--- src/nand_host_pkg.sv ---
// Constants and types shared by the NAND pin-level host controller
package nand_host_pkg;
    localparam int BUS_W = 8;                 // Shared pin bus width
    localparam logic [7:0] CMD_RESET = 8'hFF; // Reset command byte
    localparam int PAGE_BYTES = 2176;         // Main plus spare
    localparam int PAGE_MAIN = 2048;          // Main area size
    localparam int PAGE_SPARE = 128;          // Spare area size
    localparam int BLOCK_PAGES = 64;          // Pages per erase block
    localparam int PLANE_BLOCKS = 1024;       // Blocks per plane
    localparam int PLANE_COUNT = 2;           // Planes per die
    localparam int PAGE_BITS = 6;             // Page-in-block field width
    localparam int BLOCK_BITS = 11;           // Block field width
    localparam int ROW_BITS = PAGE_BITS + BLOCK_BITS;
    localparam int FIFO_DEPTH = 8;            // Read data buffer depth
    // Pin timing: strobe low and high phases, nanoseconds
    localparam int STROBE_LOW_NS = 12;
    localparam int STROBE_HIGH_NS = 10;
    localparam int CLK_NS = 4;                // sys_clk period
    // Least times round up to whole cycles
    localparam int STROBE_LOW_CYC = (STROBE_LOW_NS + CLK_NS - 1) / CLK_NS;
    localparam int STROBE_HIGH_CYC = (STROBE_HIGH_NS + CLK_NS - 1) / CLK_NS;
    localparam logic [3:0] LOW_CNT = 4'(STROBE_LOW_CYC - 1);
    localparam logic [3:0] HIGH_CNT = 4'(STROBE_HIGH_CYC - 1);
    localparam logic [3:0] BLANK_CNT = 4'hF; // Cycles before ready/busy is trusted

    // Kind of cycle the user asks for
    typedef enum logic [1:0] {
        OP_CMD  = 2'b00,
        OP_ADDR = 2'b01,
        OP_WDATA = 2'b10,
        OP_RDATA = 2'b11
    } op_kind_t;

    // Cycle engine states
    typedef enum logic [2:0] {
        ST_IDLE = 3'b000,
        ST_SETUP = 3'b001,
        ST_LOW = 3'b010,
        ST_HIGH = 3'b011,
        ST_BUSYWAIT = 3'b100
    } cyc_state_t;

    // Plane of a row address: lowest block bit
    function automatic logic row_plane(input logic [ROW_BITS-1:0] row);
        return row[PAGE_BITS];
    endfunction : row_plane
endpackage : nand_host_pkg

--- src/host_fifo.sv ---
// Small synchronous FIFO with valid/ready on both sides
module host_fifo #(
    parameter int WIDTH = 8,
    parameter int DEPTH = 8
) (
    input wire logic sys_clk,
    input wire logic reset,
    input wire logic [WIDTH-1:0] in_data,
    input wire logic in_valid,
    output logic in_ready,
    output logic [WIDTH-1:0] out_data,
    output logic out_valid,
    input wire logic out_ready
);
    localparam int AW = $clog2(DEPTH);
    logic [WIDTH-1:0] mem_q [DEPTH];   // Storage words
    logic [AW-1:0] wr_q, wr_d;         // Write pointer
    logic [AW-1:0] rd_q, rd_d;         // Read pointer
    logic [AW:0] cnt_q, cnt_d;         // Fill level
    logic push, pop;

    assign in_ready = (cnt_q != (AW+1)'(DEPTH));
    assign out_valid = (cnt_q != '0);
    assign out_data = mem_q[rd_q];
    assign push = in_valid && in_ready;
    assign pop = out_valid && out_ready;

    // Pointer and level update
    always_comb begin
        wr_d = push ? wr_q + 1'b1 : wr_q;
        rd_d = pop ? rd_q + 1'b1 : rd_q;
        cnt_d = cnt_q + (AW+1)'(push) - (AW+1)'(pop);
    end

    // Register pointers; storage has no reset
    always_ff @(posedge sys_clk) begin
        if (reset) begin
            wr_q <= '0;
            rd_q <= '0;
            cnt_q <= '0;
        end else begin
            wr_q <= wr_d;
            rd_q <= rd_d;
            cnt_q <= cnt_d;
        end
        if (push) begin
            mem_q[wr_q] <= in_data;
        end
    end
endmodule : host_fifo

--- src/nand_host_ctrl.sv ---
// NAND host controller: drives the flash pins one bus cycle per user request
module nand_host_ctrl
    import nand_host_pkg::*;
(
    input wire logic sys_clk,
    input wire logic reset,
    // User request side
    input wire logic req_valid,
    output logic req_ready,
    input wire logic [1:0] req_kind,
    input wire logic [7:0] req_data,
    input wire logic req_wait_ready,
    input wire logic write_protect_n,
    // Read data side
    output logic [7:0] rd_data,
    output logic rd_valid,
    input wire logic rd_ready,
    // Status
    output logic dev_busy,
    output logic reset_done,
    output logic cmd_refused,
    // Flash pins
    output logic chip_en_n,
    output logic cmd_latch,
    output logic addr_latch,
    output logic write_en_n,
    output logic read_en_n,
    output logic wp_n,
    output logic [7:0] io_out,
    output logic io_oe_n,
    input wire logic [7:0] io_in,
    input wire logic ready_busy_n
);
    cyc_state_t st_q, st_d;            // Cycle engine state
    logic [3:0] tmr_q, tmr_d;          // Phase timer
    op_kind_t kind_q, kind_d;          // Kind of cycle in flight
    logic [7:0] byte_q, byte_d;        // Byte being driven
    logic wait_q, wait_d;              // Wait for ready after cycle
    logic ce_n_q, ce_n_d;
    logic cle_q, cle_d;
    logic ale_q, ale_d;
    logic we_n_q, we_n_d;
    logic re_n_q, re_n_d;
    logic oe_n_q, oe_n_d;
    logic wp_n_q;
    logic init_q, init_d;              // Reset command already sent
    logic refused_q, refused_d;        // Request refused before reset
    logic busy_q;                      // Synchronised busy view
    logic [1:0] rb_sync_q;             // Ready/busy synchroniser
    logic [7:0] io_s1_q, io_s2_q;      // Bus input synchroniser
    logic fifo_in_ready, fifo_push;
    logic [7:0] fifo_out;
    logic fifo_ov;
    logic rd_valid_q;
    logic [7:0] rd_data_q;
    logic rd_valid_d;                  // Skid stage next valid
    logic [7:0] rd_data_d;             // Skid stage next byte
    logic rd_take;                     // Skid stage empty or being emptied
    logic req_ready_q;                 // Engine idle, registered

    // Pins from outside pass two flops before use
    always_ff @(posedge sys_clk) begin
        if (reset) begin
            rb_sync_q <= 2'h0;
            io_s1_q <= 8'h00;
            io_s2_q <= 8'h00;
        end else begin
            rb_sync_q <= {rb_sync_q[0], ~ready_busy_n}; // Stored as busy, so output is a flop
            io_s1_q <= io_in;
            io_s2_q <= io_s1_q;
        end
    end
    assign busy_q = rb_sync_q[1]; // Low pin level means busy

    // Read bytes are captured in the last cycle of the strobe high phase; the FIFO stalls the engine
    assign fifo_push = (st_q == ST_HIGH) && (kind_q == OP_RDATA) && (tmr_q == HIGH_CNT);

    host_fifo #(.WIDTH(BUS_W), .DEPTH(FIFO_DEPTH)) u_fifo (
        .sys_clk(sys_clk),
        .reset(reset),
        .in_data(io_s2_q),
        .in_valid(fifo_push),
        .in_ready(fifo_in_ready),
        .out_data(fifo_out),
        .out_valid(fifo_ov),
        .out_ready(rd_take)
    );

    // Cycle engine next state
    always_comb begin
        st_d = st_q;
        tmr_d = tmr_q;
        kind_d = kind_q;
        byte_d = byte_q;
        wait_d = wait_q;
        ce_n_d = ce_n_q;
        cle_d = cle_q;
        ale_d = ale_q;
        we_n_d = we_n_q;
        re_n_d = re_n_q;
        oe_n_d = oe_n_q;
        init_d = init_q;
        refused_d = 1'b0;
        case (st_q)
            ST_IDLE: begin
                ce_n_d = 1'b1; // Release enable when idle; standby while ready
                cle_d = 1'b0;
                ale_d = 1'b0;
                oe_n_d = 1'b1;
                if (req_valid) begin
                    // First command must be the reset byte
                    if (!init_q && !(req_kind == OP_CMD && req_data == CMD_RESET)) begin
                        refused_d = 1'b1;
                    end else begin
                        if (req_kind == OP_CMD && req_data == CMD_RESET) begin
                            init_d = 1'b1;
                        end
                        // Bytes pass unchanged; plane limits stay with the user
                        kind_d = op_kind_t'(req_kind);
                        byte_d = req_data;
                        wait_d = req_wait_ready;
                        ce_n_d = 1'b0;
                        cle_d = (req_kind == OP_CMD);   // Command cycle
                        ale_d = (req_kind == OP_ADDR);  // Address cycle
                        // Drive the shared bus except on reads
                        oe_n_d = (req_kind == OP_RDATA);
                        tmr_d = 4'h0;
                        st_d = ST_SETUP;
                    end
                end
            end
            ST_SETUP: begin
                // Reads wait for room so no byte is lost
                if (kind_q != OP_RDATA || fifo_in_ready) begin
                    if (kind_q == OP_RDATA) begin
                        re_n_d = 1'b0; // Falling read strobe advances column
                    end else begin
                        we_n_d = 1'b0;
                    end
                    tmr_d = 4'h0;
                    st_d = ST_LOW;
                end
            end
            ST_LOW: begin
                tmr_d = tmr_q + 4'h1;
                if (tmr_q == LOW_CNT) begin
                    we_n_d = 1'b1; // Rising write strobe latches the byte
                    re_n_d = 1'b1;
                    tmr_d = 4'h0;
                    st_d = ST_HIGH;
                end
            end
            ST_HIGH: begin
                tmr_d = tmr_q + 4'h1;
                if (tmr_q == HIGH_CNT) begin
                    cle_d = 1'b0;
                    ale_d = 1'b0;
                    tmr_d = 4'h0;
                    st_d = wait_q ? ST_BUSYWAIT : ST_IDLE;
                end
            end
            ST_BUSYWAIT: begin
                // Allow busy to assert, then hold until released
                tmr_d = (tmr_q == BLANK_CNT) ? tmr_q : tmr_q + 4'h1;
                if (tmr_q == BLANK_CNT && !busy_q) begin
                    st_d = ST_IDLE;
                end
            end
            default: begin
                st_d = ST_IDLE;
            end
        endcase
    end

    // Register engine state
    always_ff @(posedge sys_clk) begin
        if (reset) begin
            st_q <= ST_IDLE;
            tmr_q <= 4'h0;
            kind_q <= OP_CMD;
            byte_q <= 8'h00;
            wait_q <= 1'b0;
            ce_n_q <= 1'b1;
            cle_q <= 1'b0;
            ale_q <= 1'b0;
            we_n_q <= 1'b1;
            re_n_q <= 1'b1;
            oe_n_q <= 1'b1;
            init_q <= 1'b0;
            refused_q <= 1'b0;
            wp_n_q <= 1'b0;
            req_ready_q <= 1'b1;
        end else begin
            st_q <= st_d;
            tmr_q <= tmr_d;
            kind_q <= kind_d;
            byte_q <= byte_d;
            wait_q <= wait_d;
            ce_n_q <= ce_n_d;
            cle_q <= cle_d;
            ale_q <= ale_d;
            we_n_q <= we_n_d;
            re_n_q <= re_n_d;
            oe_n_q <= oe_n_d;
            init_q <= init_d;
            refused_q <= refused_d;
            wp_n_q <= write_protect_n; // Low blocks program and erase
            req_ready_q <= (st_d == ST_IDLE); // Same cycle as IDLE, but from a flop
        end
    end

    // Output stage load and FIFO pop share one enable, so no byte is shown twice
    assign rd_take = !rd_valid_q || rd_ready;

    // Output stage next value
    always_comb begin
        rd_valid_d = rd_valid_q;
        rd_data_d = rd_data_q;
        if (rd_take) begin
            rd_valid_d = fifo_ov;
            rd_data_d = fifo_out;
        end
    end

    // Register output stage
    always_ff @(posedge sys_clk) begin
        if (reset) begin
            rd_valid_q <= 1'b0;
            rd_data_q <= 8'h00;
        end else begin
            rd_valid_q <= rd_valid_d;
            rd_data_q <= rd_data_d;
        end
    end

    assign req_ready = req_ready_q;
    assign rd_data = rd_data_q;
    assign rd_valid = rd_valid_q;
    assign dev_busy = busy_q;
    assign reset_done = init_q;
    assign cmd_refused = refused_q;
    assign chip_en_n = ce_n_q;
    assign cmd_latch = cle_q;
    assign addr_latch = ale_q;
    assign write_en_n = we_n_q;
    assign read_en_n = re_n_q;
    assign wp_n = wp_n_q;
    assign io_out = byte_q;
    assign io_oe_n = oe_n_q;
endmodule : nand_host_ctrl

--- config.mk ---
export PLATFORM = sky130hd
export DESIGN_NAME = nand_host_ctrl
export DESIGN_NICKNAME = d
export VERILOG_FILES = /design/src/nand_host_pkg.sv /design/src/host_fifo.sv /design/src/nand_host_ctrl.sv
export SDC_FILE = /design/constraint.sdc
export NUM_CORES = 1
export LEC_CHECK = 0
export ABC_AREA = 0
export BUFFER_PORTS_ARGS = -buffer_cell sky130_fd_sc_hd__buf_2
export CORE_AREA = 2 2 103 85
export DETAILED_ROUTE_END_ITERATION = 10
export DIE_AREA = 0 0 105 87
export PLACE_DENSITY = 0.83
export SYNTH_ARGS = -nofsm -noshare
export SYNTH_HDL_FRONTEND = slang
export SYNTH_SLANG_ARGS = --single-unit
--- constraint.sdc ---
create_clock -name sys_clk -period 3.5 [get_ports sys_clk]
set_input_delay 0.175 -clock sys_clk [delete_from_list [all_inputs] [get_ports sys_clk]]
set_output_delay 0.175 -clock sys_clk [all_outputs]
set_load 0.01 [all_outputs]
==> results of run 1 <==
==> metal layers <==
layer	GRT usage, %	vias to the layer above
met1	29.04	1555
li1	-	1504
met4	10.79	0
met5	0	-
met3	6.208	28
met2	37.25	133
==> what timing repair did <==
| action | in CTS | in global routing |
|---|---|---|
| buffers inserted | 0 | 0 |
| endpoints found under the hold margin | 26 | 0 |
| hold buffers | 23 | 0 |
==> worst max-delay path, cell delays in order (launching register included) <==
cell	delay, ns
dfxtp_1	0.38
nor3_1	0.53
nand2_1	0.21
nor2_2	0.70
nand2_1	0.12
o21ai_0	0.16
dlygate4sd3_1	0.55
==> worst max-delay path by stage <==
stage	start	to
after CTS	st_q[1]	cmd_latch
after global placement	rd_ready	u_fifo.cnt_q[2]
after floorplan	st_q[2]	u_fifo.mem_q[4][0]
final	st_q[1]	cmd_latch
after detailed placement	st_q[1]	u_fifo.mem_q[3][4]
after global routing	st_q[1]	cmd_latch
==> state kept, by name, indices dropped and copies added (netlist names) <==
signal        cells
addr_latch        1
st_q              3
req_ready         1
reset_done        1
wait_q            1
rd_valid          1
io_s2_q           8
chip_en_n         1
kind_q            2
u_fifo.rd_q       3
read_en_n         1
cmd_refused       1
wp_n              1
io_out            8
io_s1_q           8
write_en_n        1
u_fifo.mem_q     64
io_oe_n           1
u_fifo.wr_q       3
cmd_latch         1
u_fifo.cnt_q      4
rd_data           8
rb_sync_q         2
tmr_q             4
==> through the flow <==
step                instances  area [µm²]
floorplan                 366        4954
global placement          518        5314
detailed placement        518        5314
CTS                       573        6162
global route              573        6162
finish                    573        6162
==> layout by cell type, fill, tap and decap left out, drive strengths merged, types with 9 or more instances in the layout <==
cell | synthesis | routed
mux4 | 16 | 16
mux2i | 20 | 20
a21oi | 11 | 11
clkbuf | 10 | 19
nor2 | 45 | 45
nand2 | 19 | 19
dlygate4sd3 | 0 | 23
a211oi | 9 | 9
edfxtp | 64 | 64
inv | 14 | 18
dfxtp | 65 | 65
ha | 10 | 10
nor2b | 19 | 19
buf | 7 | 57
==> cells by family after synthesis <==
kind of cell / synth area share [%]
and+or+nand+nor: 10.91
muxes: 11.32
buffers and inverters: 2.627
AOI/OAI and AO/OA: 6.088
xor gates and xnor gates: 1.061
adders and majority gates: 2.930
DFF: 65.07
==> power by group <==
| part | internal [mW] | leakage [nW] | switching, mW |
|---|---|---|---|
| Clock | 1.14 | 0.294 | 0.670 |
| Combinational | 0.334 | 0.880 | 0.309 |
| Sequential | 1.66 | 1.13 | 0.0822 |
| Total | 3.13 | 2.31 | 1.06 |
==> cells in the mapped netlist, drive strengths merged (3+ instances only) <==
cell | count | area [µm²]
mux4 | 16 | 360.4
mux2i | 20 | 200.2
a21oi | 11 | 55.05
nor2 | 45 | 171.4
nor3 | 7 | 35.03
dfxtp | 65 | 1301
buf | 7 | 40.04
nand2 | 19 | 71.32
nor4 | 3 | 18.77
edfxtp | 64 | 1922
inv | 14 | 52.55
xor2 | 3 | 26.28
ha | 10 | 125.1
xnor2 | 3 | 26.28
nor2b | 19 | 118.9
clkbuf | 10 | 37.54
a211oi | 9 | 67.56
nand2b | 6 | 37.54
o21ai | 8 | 40.04
==> area by class of cell <==
class,instances,area share [%]
sequential,129,52.30
multi-input combinational,206,25.97
timing repair buffer,80,8.569
clock buffer,19,7.168
clock inverter,13,2.863
tap,112,2.274
inverter,14,0.8528
==> run summary, run 1 <==
The flow ran to the end, and the final reports show no timing, DRC or antenna violations. The setup skew after layout came out at about 0.015 ns. The overall global routing resource usage came out at a little under a quarter. The final hold violation count was 0. The initial antenna violation count came out at 0. The met2 wire length came out at 4739 µm. The detailed-routing iteration count for the pre-antenna-repair pass is 5. The minimum setup slack among reg-to-reg paths is between 0.7 and 0.8 ns. The average cell area after synthesis is 13.53 µm². The number of filler cells placed in the layout is about 490. Sequential elements use around two thirds of the synthesized area. The insertion delay to the later sink of the worst-skew pair is roughly 0.52 ns. The number of buffers created by CTS is 17. Counting cells, the worst reg-to-reg path comes to 6. The post-route antenna net violation count is 0. After detailed routing, the number of remaining DRC violations is 0. The pin count of the biggest net entering global routing is 47. The headroom to the max-slew limit is approximately 43%. The setup slack of the critical path after layout came out at about 0.8 ns.

The area of the die came out at just over 9000 µm². The clock root buffer is clkbuf_8. TritonCTS built the clock tree. The total number of nets in the final design came out at 484. The clock net sink count is 129. The highest ir drop seen on vdd came out at 0.4404 mV. The highest metal layer with signal wires is met4. The first global-routing pass estimated 15,600 µm of wire. For the worst setup path, the data required time is just under 4 ns.

The critical path class is flip-flop to flip-flop. The effective utilization at floorplan is 60.54%. The wire length on met1 is between 4000 and 5000 µm. Dividing total power by cell area gives a power density of between 600 and 700 nW/µm². The y dimension of the die came out at 87 µm. The type of element launching the critical path is a flip-flop. STA classifies the critical path endpoint as a flip-flop. The via count of the first global-routing pass came out at slightly above 3,000. In the final layout, the share of cells above drive strength 1 is 23.64%. The worst setup slack before clock tree synthesis came out at roughly 1.0 ns. Of all nets on the critical path, the largest fanout is 15.

The count of H-tree levels built during CTS is 4. The routed via count divided by cell count is ~5.6. The cell area after synthesis came out at just under 5000 µm². The synthesized instance count is between 300 and 400. In this run the critical register-to-register path is captured at cmd_latch. The first-iteration detailed-routing DRC count is 218. The proportion of synthesized flip-flops having asynchronous set or reset came out at 0%.

After synthesis, the netlist uses 46 different library cells. The total of buffers placed on input and output ports is 52. The net count after synthesis came out at 402. The antenna diode count came out at 0. The upper clock frequency limit came out at about 370 MHz. The minimum period implied by the final worst setup slack came out at roughly 2.7 ns. The total vias in the final route is 3,220. Setup repair after global routing left no endpoint under its margin.

The final core area utilization came out at between 70% and 80%. The floorplan has 30 rows. The number of ports placed on the die boundary came out at 53. The worst hold margin came out at ~0.25 ns. The post-synthesis register bit count came out at about 130. The startpoint identified for the worst register-to-register timing path is st_q[1]. The relative area change from synthesis to final layout came out at 24.40%. The data arrival time of the worst path is ~3.2 ns.

The power consumption came out at 4.189 mW. The count of warnings emitted by yosys came out at 0. The total length of routed met3 wires is 649 µm.

The final weighted congestion of routability-driven global placement is roughly 0.9. The slew at the pin closest to its max-slew limit is 0.8619 ns. The quantity of gates resized following cts is 0.

In this run the most critical hold path is launched from reset. The maximum number of buffers from clock root to sink came out at 2. Registers take 3223 µm². The die extent in x came out at about 110 µm. The final-layout setup total negative slack came out at 0 ns.

The core footprint is around 8200 µm². For this block, the routed nets add up to ~10000 µm of wire. The path with the worst hold slack has its endpoint at io_out[5].

The final setup violation count is 0. In the final layout, the multi-input gates occupy 1600 µm². The synthesized design contains between 60 and 70 enable-type register cells. The post-route fraction of the period consumed by the critical path came out at between 70 and 80%. After detailed routing, the average wire length per cell comes to 17.18 µm. The worst hold path passes through 2 cells. The post-detailed-placement half-perimeter wirelength came out at 5848 µm.

Max-cap violations in this run came to 0. After clock tree synthesis, the clock-pin slew on the worst setup and hold paths is about 0.060 ns. The aggregate global routing overflow came out at 0.

The number of max-slew violations in the final report came to 0. The min-delay analysis places its worst path in the category input port to flip-flop. The most common flop cell mapped by yosys is dfxtp_1. The static leakage power came out at between 2 and 2.5 nW.
No activity file was read; power rests on OpenSTA's default activity.
==> run 2, diff against run 1 <==
- CORE_AREA: 2 2 103 85 -> 2 2 107 88
- DIE_AREA: 0 0 105 87 -> 0 0 109 90
- PLACE_DENSITY: 0.83 -> 0.78
- clock period: 3.5 -> 2.8 ns (I/O delays scaled with it)
==> run summary, run 2 (synthesized netlist as in run 1, its figures left out) <==
The run finished with clean final reports. The headroom to the max-slew limit is 40.01% (-2.5 points). The TritonCTS clock tree is built.

The number of filler cells placed in the layout came to 580 (+20%). The critical path class is flip-flop to flip-flop. The worst-path maximum fanout came out at 8 (-7). The endpoint identified for the worst register-to-register timing path is u_fifo.mem_q[2][4]. In the layout the commonest cells are 65 x dfxtp_1, 64 x edfxtp_1, 52 x buf_2, 44 x nor2_1, 22 x dlygate4sd3_1.

The worst setup path is launched from a flip-flop. The required time at the worst-slack endpoint came out at 2.95 ns (-1.01 ns). The post-CTS setup buffer count was 0 (unchanged). The most common cell after layout, fill and taps aside is dfxtp_1. The minimum setup slack among reg-to-reg paths came out at 0.36 ns (-0.43 ns). The startpoint identified for the worst hold timing path is rd_ready. The proportion of layout cells with a drive suffix above 1 is 24.41% (+0.77 points). The clock net sink count came to 129 (unchanged).

The data arrival time of the worst path came out at 2.59 ns (-0.58 ns). The minimum period implied by the final worst setup slack is 2.443 ns (-0.2654 ns). The total number of nets in the final design is 490 (+1.2%). The worst setup slack before clock tree synthesis is 0.3831 ns (-0.6289 ns).

The clock root buffer is clkbuf_8. The instance count along the most critical hold path came out at 4 (+2). The area occupied by multi-input gates is 1600 µm² (unchanged).

The number of max-slew violations in the final report was 0 (unchanged). The post-route antenna net violation count is 0 (unchanged). The count of H-tree levels built during CTS is 4 (unchanged). The pin count of the biggest net entering global routing came out at 46 (-2.1%).

The final hold violation count came to 0 (unchanged). Setup repair after global routing left no endpoint under its margin. The post-detailed-placement half-perimeter wirelength came to 6320 µm (+8.1%). The y dimension of the die is 90 µm (+3.4%). The insertion delay to the later sink of the worst-skew pair is 0.52 ns (about the same). The routed via count divided by cell count is 5.540 (-1.4%). The first-iteration detailed-routing DRC count came to 279 (+28%).

The detailed-routing iteration count for the pre-antenna-repair pass is 4 (-1). The die extent in x is 109 µm (+3.8%). The worst hold path terminates at rd_data[5].

The row count is 31 (+3.3%). The wire length of the first global-routing pass is 16,420 µm (+5.3%). The setup slack of the critical path after layout is 0.3568 ns (-0.4346 ns). The setup skew after layout is 0.008408 ns (-0.006191 ns).

The final weighted congestion of routability-driven global placement is 0.8286 (-6.3%). The via count of the first global-routing pass came to 3,148 (+0.96%). The slew at the pin closest to its max-slew limit came out at 0.8986 ns (+0.03667 ns).

The overall global routing resource usage is 22.78% (-0.12 points). The antenna diode count was 0 (unchanged). The post-route fraction of the period consumed by the critical path came out at 87.26% (+9.9 points). The total vias in the final route came to 3,224 (+0.12%). The core footprint came out at 8805 µm² (+7.6%). The detailed-route wire length is 10,230 µm (+3.9%). The number of maximum-capacitance constraint violations came out at 0 (unchanged). The worst setup path is captured at a flip-flop. The maximum number of buffers from clock root to sink was 2 (unchanged). The clock-pin slew on the worst setup and hold paths is 0.06 ns (about the same).

The worst register-to-register path begins at st_q[1]. The total of buffers placed on input and output ports came out at 52 (unchanged). The worst hold margin came out at 0.1547 ns (-0.09721 ns).

The average wire per cell in the routed design was 17.58 µm (+2.3%). The aggregate global routing overflow was 0 (unchanged). The flip-flop count of the largest register, all copies and words added is 64 (unchanged). The initial antenna violation count is 0 (unchanged). The register ranked first by flip-flop count is u_fifo.mem_q. The relative area change from synthesis to final layout came out at 24.37% (about the same). The static leakage power came to 2.311 nW (+0.14%). The register area came out at 3223 µm² (unchanged). The upper clock frequency limit was 409.3 MHz (+11%). In this run the worst hold path is classified as input port to flip-flop. The power density over cell area was 824.2 nW/µm² (+21%). The area of the die came to 9810 µm² (+7.4%). The highest ir drop seen on vdd is 0.4992 mV (+13%). The final-layout setup total negative slack came out at 0 ns (unchanged).

The detailed-route DRC error count is 0 (unchanged). The number of cell instances on the worst register-to-register path is 4 (-2). The number of buffers created by CTS is 17 (unchanged).

The post-detailed-placement cell area is 5370 µm² (+1.1%). The number of ports placed on the die boundary is 53 (unchanged). The total non-filler cell area in the finished layout came out at 6161 µm² (about the same). The effective utilization at floorplan came out at 56.26% (-4.3 points). The final setup violation count is 0 (unchanged).
-- run 2: area by class of cell --
cell class	count	area share, %
inverter	14	0.8530
timing repair buffer	86	9.261
clock inverter	12	2.193
sequential	129	52.32
multi-input combinational	206	25.97
tap	115	2.335
clock buffer	20	7.067
-- run 2: worst max path at each step --
stage | endpoint | slack [ns] | startpoint
final | u_fifo.mem_q[2][4] | 0.36 | st_q[1]
after global routing | u_fifo.mem_q[2][0] | 0.18 | tmr_q[1]
after CTS | u_fifo.mem_q[2][4] | 0.38 | tmr_q[1]
after detailed placement | u_fifo.mem_q[2][1] | 0.38 | st_q[1]
after global placement | u_fifo.mem_q[2][7] | 0.48 | st_q[1]
after floorplan | u_fifo.mem_q[4][0] | 0.46 | st_q[2]
-- run 2: report_power, final --
| group | switching [mW] | internal, mW |
|---|---|---|
| clock | 0.809 | 1.29 |
| combinational | 0.378 | 0.419 |
| sequential | 0.108 | 2.07 |
-- run 2: layer usage --
metal,track usage [%],vias to the layer above,part of all wire (%)
met5,0,-,0
met2,36.39,131,49
met1,29.63,1554,41
met4,8.333,0,2.2
met3,6.454,29,7.2
li1,-,1510,-
-- run 2: worst max-delay path, stage by stage, from the launching register on --
cell	delay [ns]
dfxtp_1	0.46
or2b_1	0.33
a2111oi_4	0.55
nand2b_1	0.21
nor2_1	0.53
-- run 2: metrics by stage --
stage | power (mW) | util (%) | instances
2_1_floorplan | 2.782 | - | 366
3_3_place_gp | 2.957 | 60.99 | 528
3_5_place_dp | 2.988 | 60.99 | 528
4_1_cts | 5.121 | 69.97 | 582
5_1_grt | 5.306 | 69.97 | 582
6_report | 5.078 | 69.97 | 582
-- run 2: timing repair --
item | 4_1_cts | 5_1_grt
hold buffers | 22 | 0
gates resized for setup | 0 | 0
hold endpoints to repair | 26 | 0
endpoints found under the setup margin | 0 | 0
